**src/common/osavf_map.vh**
```
`ifndef OSAVF_MAP_VH
`define OSAVF_MAP_VH
// Ratio select codes
`define OSAVF_SEL_OFF      3'h0
`define OSAVF_SEL_MAX      3'h6
`define OSAVF_SEL_BAD      3'h7
// Sample and channel geometry
`define OSAVF_SAMPLE_W     18
`define OSAVF_CHANNELS     8
`define OSAVF_ACC_W        24
// Internal sampling strobe spacing, ns, derived from 500 kSPS
`define OSAVF_SAMPLE_NS    2000
`define OSAVF_CLK_NS       100
`define OSAVF_GAP_CYC      (`OSAVF_SAMPLE_NS / `OSAVF_CLK_NS)
// Gap load offset: load and zero cycles of the spacing count
`define OSAVF_GAP_LEAD     16'h0002
`endif

```
**src/core/osavf_filter.v**
```verilog
`timescale 1ns/100ps
`include "osavf_map.vh"
module osavf_filter #(
  parameter CH = `OSAVF_CHANNELS,
  parameter SW = `OSAVF_SAMPLE_W,
  parameter AW = `OSAVF_ACC_W,
  parameter GAP = `OSAVF_GAP_CYC
) (
  input  wire           mclk,
  input  wire           rst_b,
  input  wire           convertTriggerGroupA,
  input  wire           convertTriggerGroupB,
  input  wire [2:0]     averageRatioSelect,
  input  wire [CH*SW-1:0] sampleData,
  input  wire           sampleValid,
  output reg            sampleStrobe_reg,
  output reg  [CH*SW-1:0] resultData_reg,
  output reg            resultValid_reg,
  output reg            busy_reg,
  output reg            selectError_reg
);
  localparam IDLE = 2'b00;
  localparam WAIT = 2'b01;
  localparam GAPS = 2'b10;
  localparam DONE = 2'b11;
  ////////////////////////////////////////////////////////////////
  // Pin synchronisers
  reg [1:0] trigA_reg;
  reg [1:0] trigB_reg;
  reg       trigDly_reg;
  reg [2:0] selS1_reg;
  reg [2:0] selS2_reg;
  wire      trig;
  wire      trigRise;
  always @(posedge mclk) begin
    if (!rst_b) begin
      trigA_reg   <= 2'h0;
      trigB_reg   <= 2'h0;
      trigDly_reg <= 1'b0;
      selS1_reg   <= 3'h0;
      selS2_reg   <= 3'h0;
    end else begin
      trigA_reg   <= {trigA_reg[0], convertTriggerGroupA};
      trigB_reg   <= {trigB_reg[0], convertTriggerGroupB};
      trigDly_reg <= trig;
      selS1_reg   <= averageRatioSelect;
      selS2_reg   <= selS1_reg;
    end
  end
  assign trig     = trigA_reg[1] & trigB_reg[1];
  assign trigRise = trig & ~trigDly_reg;
  ////////////////////////////////////////////////////////////////
  // Ratio decode
  function [6:0] ratioOf;
    input [2:0] sel;
    begin
      ratioOf = (sel == `OSAVF_SEL_BAD) ? 7'h01 : (7'h01 << sel);
    end
  endfunction
  ////////////////////////////////////////////////////////////////
  // Sequencer
  reg [1:0]        state_reg;
  reg [1:0]        state_next;
  reg [2:0]        selHeld_reg;
  reg [6:0]        count_reg;
  reg [15:0]       gap_reg;
  reg              first_reg;
  wire [CH*SW-1:0] avgAll;
  wire [6:0]       ratio;
  wire             takeSample;
  wire             lastSample;
  wire             startOk;
  wire             startTaken;
  wire             gapDone;
  assign startOk    = trigRise && (selS2_reg != `OSAVF_SEL_BAD);
  assign startTaken = (state_reg == IDLE) && startOk;
  assign ratio      = ratioOf(selHeld_reg);
  // Returned samples only count while waiting
  assign takeSample = (state_reg == WAIT) && sampleValid;
  assign lastSample = takeSample && (count_reg == ratio - 7'h01);
  assign gapDone    = (gap_reg == 16'h0000);
  ////////////////////////////////////////////////////////////////
  // Next state
  always @* begin
    state_next = state_reg;
    case (state_reg)
      IDLE: begin
        if (startOk) begin
          state_next = WAIT;
        end
      end
      WAIT: begin
        if (takeSample) begin
          state_next = lastSample ? DONE : GAPS;
        end
      end
      GAPS: begin
        if (gapDone) begin
          state_next = WAIT;
        end
      end
      DONE: begin
        state_next = IDLE;
      end
      default: begin
        state_next = IDLE;
      end
    endcase
  end
  ////////////////////////////////////////////////////////////////
  // State and busy
  always @(posedge mclk) begin
    if (!rst_b) begin
      state_reg <= IDLE;
      busy_reg  <= 1'b0;
    end else begin
      state_reg <= state_next;
      busy_reg  <= (state_next != IDLE);
    end
  end
  always @(posedge mclk) begin
    if (!rst_b) begin
      selectError_reg <= 1'b0;
    end else begin
      selectError_reg <= (selS2_reg == `OSAVF_SEL_BAD);
    end
  end
  ////////////////////////////////////////////////////////////////
  // Sequence bookkeeping
  always @(posedge mclk) begin
    if (!rst_b) begin
      selHeld_reg <= 3'h0;
      count_reg   <= 7'h00;
      first_reg   <= 1'b0;
    end else begin
      if (startTaken) begin
        selHeld_reg <= selS2_reg;
        count_reg   <= 7'h00;
        first_reg   <= 1'b1;
      end
      if (takeSample) begin
        first_reg <= 1'b0;
        count_reg <= count_reg + 7'h01;
      end
    end
  end
  ////////////////////////////////////////////////////////////////
  // Sampling strobe and spacing
  always @(posedge mclk) begin
    if (!rst_b) begin
      gap_reg          <= 16'h0000;
      sampleStrobe_reg <= 1'b0;
    end else begin
      sampleStrobe_reg <= 1'b0;
      if (startTaken) begin
        sampleStrobe_reg <= 1'b1;
      end
      // Spacing counts from the returned sample
      if (takeSample) begin
        gap_reg <= GAP[15:0] - `OSAVF_GAP_LEAD;
      end
      if (state_reg == GAPS) begin
        gap_reg <= gap_reg - 16'h0001;
        if (gapDone) begin
          sampleStrobe_reg <= 1'b1;
        end
      end
    end
  end
  ////////////////////////////////////////////////////////////////
  // Result register
  // Taken one cycle after the last add, so it is included
  // One word per channel per sequence
  always @(posedge mclk) begin
    if (!rst_b) begin
      resultData_reg  <= {CH*SW{1'b0}};
      resultValid_reg <= 1'b0;
    end else begin
      resultValid_reg <= 1'b0;
      if (state_reg == DONE) begin
        resultData_reg  <= avgAll;
        resultValid_reg <= 1'b1;
      end
    end
  end
  ////////////////////////////////////////////////////////////////
  // Per-channel accumulators
  // Shift by select code divides by the ratio
  genvar i;
  generate
    for (i = 0; i < CH; i = i + 1) begin : gAcc
      osavf_accum #(
        .SW (SW),
        .AW (AW)
      ) uAcc (
        .mclk    (mclk),
        .rst_b   (rst_b),
        .clear   (first_reg),
        .add     (takeSample),
        .sample  (sampleData[i*SW +: SW]),
        .shift   (selHeld_reg),
        .sum_reg (),
        .avg     (avgAll[i*SW +: SW])
      );
    end
  endgenerate
endmodule // osavf_filter

```
**src/core/osavf_accum.v**
```verilog
`timescale 1ns/100ps
`include "osavf_map.vh"
// One channel accumulator
module osavf_accum #(
  parameter SW = `OSAVF_SAMPLE_W,
  parameter AW = `OSAVF_ACC_W
) (
  input  wire          mclk,
  input  wire          rst_b,
  input  wire          clear,
  input  wire          add,
  input  wire [SW-1:0] sample,
  input  wire [2:0]    shift,
  output reg  [AW-1:0] sum_reg,
  output wire [SW-1:0] avg
);
  wire signed [AW-1:0] ext;
  wire signed [AW-1:0] shifted;
  assign ext = {{(AW-SW){sample[SW-1]}}, sample};
  assign shifted = $signed(sum_reg) >>> shift;
  assign avg = shifted[SW-1:0];
  always @(posedge mclk) begin
    if (!rst_b) begin
      sum_reg <= {AW{1'b0}};
    end else if (clear) begin
      sum_reg <= add ? ext : {AW{1'b0}};
    end else if (add) begin
      sum_reg <= sum_reg + ext;
    end
  end
endmodule // osavf_accum

```
**config.mk**
```make
export PLATFORM = sky130hd
export DESIGN_NAME = osavf_filter
export DESIGN_NICKNAME = d
export VERILOG_FILES = /design/src/core/osavf_filter.v /design/src/core/osavf_accum.v
export VERILOG_INCLUDE_DIRS = /design/src /design/src/common
export SDC_FILE = /design/constraint.sdc
export NUM_CORES = 2
export LEC_CHECK = 0
export ABC_CLOCK_PERIOD_IN_PS = 3770
export BUFFER_PORTS_ARGS = -buffer_cell sky130_fd_sc_hd__buf_2
export CAP_MARGIN = 10
export CORE_AREA = 4 4 346 348
export DETAILED_ROUTE_END_ITERATION = 10
export DIE_AREA = 0 0 350 352
export GPL_ROUTABILITY_DRIVEN = 0
export HOLD_SLACK_MARGIN = 0.03
export SLEW_MARGIN = 20
export SYNTH_ARGS = -nofsm -noshare
export SYNTH_HDL_FRONTEND = slang
export SYNTH_SLANG_ARGS = --single-unit
export TNS_END_PERCENT = 20
```
**constraint.sdc**
```tcl
create_clock -name mclk -period 3.77 [get_ports mclk]
set_input_delay 0.754 -clock mclk [delete_from_list [all_inputs] [get_ports mclk]]
set_output_delay 0.754 -clock mclk [all_outputs]
set_load 0.05 [all_outputs]
```
### After elaboration in Yosys (flattened, before gate mapping)

Index checks and enable logic that the tools add are counted.

| cells by class | value |
|---|---|
| $add $sub $neg | 11 |
| eq/ne operators | 7 |
| shift-type cells | 9 |
| multiplexer cells | 38 |
| bitwise logic cells | 4 |
| reduce and logical (&&, ||, !) cells | 11 |

Operator list:

| operator | number |
|---|---|
| $mux W24 | 24 |
| $add A24 B24 Y24 | 8 |
| $sshr A24 B3 Y18 | 8 |
| $mux W16 | 2 |
| $mux W7 | 3 |
| $logic_not A16 Y1 | 1 |
| $sub A16 B1 Y16 const B | 1 |
| $pmux W2 S4 | 1 |
| $reduce_bool A2 Y1 | 4 |
| $add A7 B1 Y7 const B | 1 |
| $eq A7 B7 Y1 | 1 |
| $shl A1 B3 Y7 const A | 1 |
| $sub A7 B1 Y7 const B | 1 |
| $eq A3 B3 Y1 const B | 2 |
| $mux W2 | 3 |
| $mux W1 | 5 |
| $eq A2 B2 Y1 const B | 2 |
| $logic_and A1 B1 Y1 | 4 |
| $ne A3 B3 Y1 const B | 1 |
| $and A1 B1 Y1 | 2 |
| $eq A2 B1 Y1 const B | 1 |
| $logic_not A2 Y1 | 1 |
| $not A1 Y1 | 2 |
| $reduce_or A2 Y1 | 1 |

| word-level totals | value |
|---|---|
| register bits after elaboration | 380 |
| input port bits | 152 |
| word-level logic and storage cells | 103 |

### Longest topological paths before layout

| logic depth | value |
|---|---|
| depth after elaboration | 9 |
| depth in mapped cells | 16 |
| depth with buffers taken out | 13 |

### Hierarchy

Synthesis repeated with hierarchy kept, for this count alone.

| second synthesis, totals | value |
|---|---|
| cell total of the unflattened synthesis | 4118 |
| area total of the unflattened synthesis | 31042.3 um^2 |

Modules (own cells, without submodules):

| module | instances | cells an instance | area an instance (um^2) | sequential area each (um^2) |
|---|---|---|---|---|
| osavf_accum at gAcc[4].uAcc ... | 4 | 415 | 3044.2 | 480.5 |
| osavf_accum at gAcc[1].uAcc ... | 3 | 399 | 2987.9 | 480.5 |
| osavf_filter | 1 | 854 | 6917.9 | 3763.6 |
| osavf_accum at gAcc[0].uAcc | 1 | 407 | 2984.1 | 480.5 |

### Worst setup path before layout

Ideal clock, no wire load.

| timing | value |
|---|---|
| path kind | reg2reg |
| start | register selHeld_reg[0] |
| end | register busy_reg |
| setup time | 0.132 ns |
| arrival time | 3.233 ns |
| data required time | 3.638 ns |
| setup slack | 0.404 ns |
| stages on the path, launching flop included | 17 |
| buffers on the path | 5 |
| period minus slack after synthesis | 3.366 ns |
| cell sequence | dfxtp_1 > buf_2 > buf_1 > clkbuf_1 > clkbuf_1 > nand3_1 > ha_1 > clkbuf_1 > and3_1 > o21ai_1 > o31ai_1 > nand2_1 > o31ai_1 > a221oi_1 > o21ai_0 > a31oi_1 > a21oi_1 |

| between the ends | value |
|---|---|
| cells in the longest elaborated chain, start to end | 9 |
| elaborated cells between the ends (all ways) | 10 |

RTL lines:

| element | line | text |
|---|---|---|
| start, declared | osavf_filter.v:64 | `reg [2:0] selHeld_reg;` |
| start signal, assigned | osavf_filter.v:137 | `selHeld_reg <= selS2_reg;` |
| $eq A3 B3 Y1 (no line) or $shl A1 B3 Y7 (tied branches) | - |  |
| $mux W7 * | osavf_filter.v:57 | `` ratioOf = (sel == `OSAVF_SEL_BAD) ? 7'h01 : (7'h01 << sel); `` |
| $sub A7 B1 Y7 * | osavf_filter.v:80 | `assign lastSample = takeSample && (count_reg == ratio - 7'h01);` |
| $eq A7 B7 Y1 * | osavf_filter.v:80 |  |
| $logic_and A1 B1 Y1 * | osavf_filter.v:80 |  |
| $mux W1 * | osavf_filter.v:94 | `state_next = lastSample ? DONE : GAPS;` |
| $mux W2 * | osavf_filter.v:93 | `if (takeSample) begin` |
| $pmux W2 S4 * | osavf_filter.v:86 | `case (state_reg)` |
| $reduce_bool A2 Y1 * | osavf_filter.v:118 | `busy_reg <= (state_next != IDLE);` |
| end signal, assigned | osavf_filter.v:118 |  |
| end, declared | osavf_filter.v:19 | `output reg busy_reg,` |

Every way passes the cells marked *; elsewhere a longest branch is shown, timed or not.
A chain may end at the register's enable or synchronous reset.

### Worst setup path in the final report

| timing | value |
|---|---|
| start | register gAcc[0].uAcc.sum_reg[4] |
| end | register gAcc[0].uAcc.sum_reg[23] |

| between the ends | value |
|---|---|
| cells in the longest elaborated chain, start to end | 3 |

RTL lines:

| element | line | text |
|---|---|---|
| start, declared | osavf_accum.v:14 | `output reg [AW-1:0] sum_reg,` |
| start signal, assigned | osavf_accum.v:24 | `sum_reg <= {AW{1'b0}};` |
| start signal, assigned | osavf_accum.v:26 | `sum_reg <= add ? ext : {AW{1'b0}};` |
| start signal, assigned | osavf_accum.v:28 | `sum_reg <= sum_reg + ext;` |
| $add A24 B24 Y24 | osavf_accum.v:28 |  |
| $mux W24 | osavf_accum.v:27 | `end else if (add) begin` |
| $mux W24 | osavf_accum.v:25 | `end else if (clear) begin` |

Every way passes these cells. The select of a mux whose other input is x is not followed.

==> impl_metrics.py <==
metrics = {
    "placed_design": {
        "dpl_cell_area_mm2": 0.0323,
        "numPortBuffers": 299,
        "place_ws_ns": -0.0871,
        "dp_hpwl_mm": 90.9,
    },
    "die": {
        "dieArea_mm2": 0.123,
        "fp.dieW_um": 350,
        "fp.coreArea_mm2": 0.116,
        "start_util_pct": 24.9,
        "rows": 125,
        "die-height_um": 352,
        "io_pins": 300,
    },
    "sta": {
        "final.period_utilization_pct": 89.5,
        "finalSetupViolations": 0,
        "clock.fmax_ghz": 0.296,
        "grt_setup_unrepaired": "no",
        "skew_ns": 0.0372,
        "period_needed_ns": 3.38,
        "fin_ws_ns": 0.395,
        "tns_ns": 0,
        "finalHoldViolCount": 0,
        "drv_slew": 0,
        "hold_ws_ns": 0.335,
        "slew_headroom_pct": 37.0,
        "worst_pin_slew_ns": 0.945,
    },
    "global_route": {
        "grt_max_degree": 168,
        "grt_pass1_vias": 26300,
        "globalRouteMet2Util_pct": 27.9,
        "grt_pass1_wl_mm": 172,
        "gr-total-overflow": 0,
        "antenna_found_initial": 62,
        "grt_use_met1_pct": 25.4,
        "met3_usage_pct": 4.92,
        "grt_use_total_pct": 18.2,
        "busiest_layer": "met2",
    },
    "cells_and_area": {
        "area_growth_pct": 18.5,
        "final_cell_mix": "nand2_1 (482), nor2_1 (446), dfxtp_1 (376), a21oi_1 (331), buf_2 (299)",
        "largest_reg_flops": 192,
        "fillerInstances": 12400,
        "final_layout_size_suffix_gt1_share_pct": 13.8,
        "nNetsFinal": 4268,
        "final_area_mm2": 0.0342,
        "layout.cells.most_common": "nand2_1",
        "multi_input_area_mm2": 0.0201,
        "seq_area_mm2": 0.00762,
    },
    "critical_path": {
        "cp_max_fo": 6,
        "worstPathRequired_ns": 4.30,
        "cp.arrival_ns": 3.91,
        "slowest_stage": "dfxtp_1",
        "cp-end-kind": "flop",
        "path_cells": "ha_1, a2111oi_0, nor3_1, o21ai_1, o31ai_2, a41oi_1, a211o_1, o21ai_1, mux2i_1, nor3_1, o41a_1",
        "start_kind": "flop",
        "crit_path_max_incr_delay_ns": 0.53,
        "crit_type": "reg -> reg",
    },
    "yosys": {
        "netlist.area_leader.share_pct": 26.3,
        "synth-edff-count": 0,
        "synth_fp_nets": 4068,
        "ys.flop_type": "dfxtp_1",
        "syn_area_mm2": 0.0289,
        "synth_seq_cells": 380,
        "synthCells": 3721,
        "synth_area_leaders": "dfxtp_1 (26%), mux2i_1 (9.7%), ha_1 (8.1%)",
        "yosys.area.top_type": "dfxtp_1",
        "synth_cell_types": 79,
        "yosysWarnings": 0,
        "synth_area_per_cell_um2": 7.77,
        "async_reset_ff_share_pct": 0,
        "ys_seq_area_share_pct": 26.3,
    },
    "power_and_ir_drop": {
        "ir_drop_uv": 313,
        "leakage_uw": 0.0132,
        "power_density_mw_per_mm2": 302,
        "finalPower_uw": 10300,
    },
    "routing": {
        "dr.first_iter.drc_count": 2428,
        "routed_via_density": 5.26,
        "vias": 29000,
        "drt.antenna.violating_nets": 0,
        "wl_per_cell_um": 21.3,
        "finalWirelength_mm": 117,
        "drc": 0,
        "drt_first_pass_iters": 6,
    },
    "run": {
        "drv_cap": 0,
    },
    "min_path": {
        "hold_class": "in -> reg",
    },
    "clock_network": {
        "cts_buffers": 50,
        "cts.sinks": 380,
        "root_buffer": "clkbuf_16",
        "post_cts_resized": 0,
        "clkLatencyLatePin_ns": 0.66,
        "h-tree-depth": 2,
        "clk_pin_slew_ns": 0.05,
        "clock_path_buffers": 3,
        "cts_tree": "done",
        "ctsHoldBuffers": 0,
        "cts_setup_buffers": 0,
    },
    "status": {
        "status": "finished, final reports clean",
    },
}
metrics by stage:
stage | instances | util [%]
floorplan | 3721 | -
global placement | 5393 | 27.8
detailed placement | 5393 | 27.8
CTS | 5486 | 29.4
global route | 5491 | 29.4
finish | 5516 | 29.5
cell usage after synthesis, types with 6 or more instances:
master / number
o21bai_1: 19
a311oi_1: 78
o31a_1: 12
mux2_2: 11
nor4_1: 6
a21o_1: 77
or3_1: 17
nor3b_1: 18
o211ai_1: 24
dfxtp_1: 380
o211a_1: 10
o21a_1: 38
nand2_1: 482
xnor2_1: 83
buf_1: 38
nand4_1: 12
o21ai_1: 71
and2_1: 20
nand3_1: 67
fa_1: 8
nor2_1: 446
nor3_1: 72
or4_1: 7
a21oi_1: 331
inv_1: 59
nor2b_1: 38
a31oi_1: 117
nand2b_1: 47
o22ai_1: 12
mux4_2: 35
a211o_1: 11
o31ai_1: 15
a221oi_1: 25
clkbuf_1: 218
o221ai_1: 24
mux2i_1: 279
o21ai_0: 78
ha_1: 187
and3_1: 27
a211oi_1: 84
xor2_1: 60
cell families after synthesis:
| group | Yosys count | synth area share, % |
|---|---|---|
| mux | 329 | 13.0 |
| flops | 380 | 26.3 |
| compound gates | 1081 | 24.5 |
| simple gates | 1272 | 19.1 |
| fa+ha+maj | 195 | 8.65 |
| buf+inv | 321 | 4.18 |
| xor+xnor | 143 | 4.33 |
metal layers:
layer  vias up  share of wire, %
met2       980                43
met1     13800                45
li1      14100                 -
met4        22               2.3
met3       158               9.4
met5         -              0.12
cell type report:
cell class / instances / share of cell area, %
Antenna cell: 30 / 0.219
Timing Repair Buffer: 406 / 7.15
Sequential cell: 380 / 22.3
Inverter: 63 / 0.720
Clock buffer: 73 / 4.23
Tap cell: 1524 / 5.57
Multi-Input combinational cell: 3020 / 58.7
Clock inverter: 20 / 1.12
power by group:
part           internal, uW  switching [uW]  total [uW]
Combinational           343             532         875
Sequential             4040            38.8        4080
Clock                  3300            2090        5390
Total                  7690            2660       10300
worst paths after layout:
path                                 from                       end  slack [ns]  cells past startpoint
setup / recovery  gAcc[0].uAcc.sum_reg[4]  gAcc[0].uAcc.sum_reg[23]        0.39                     11
hold / removal      averageRatioSelect[0]              selS1_reg[0]        0.33                      2
setup reg to reg  gAcc[0].uAcc.sum_reg[4]  gAcc[0].uAcc.sum_reg[23]        0.39                     11
hold reg to reg              selS1_reg[2]              selS2_reg[2]        0.43                      1
worst max-delay path: cells and delay by family, from the launching register on:
kind	cells	cell delay, ns
compound gates	7	1.98
fa+ha+maj	1	0.30
flops	1	0.53
mux	1	0.21
simple gates	2	0.24
(Power assumes the default switching activity.)
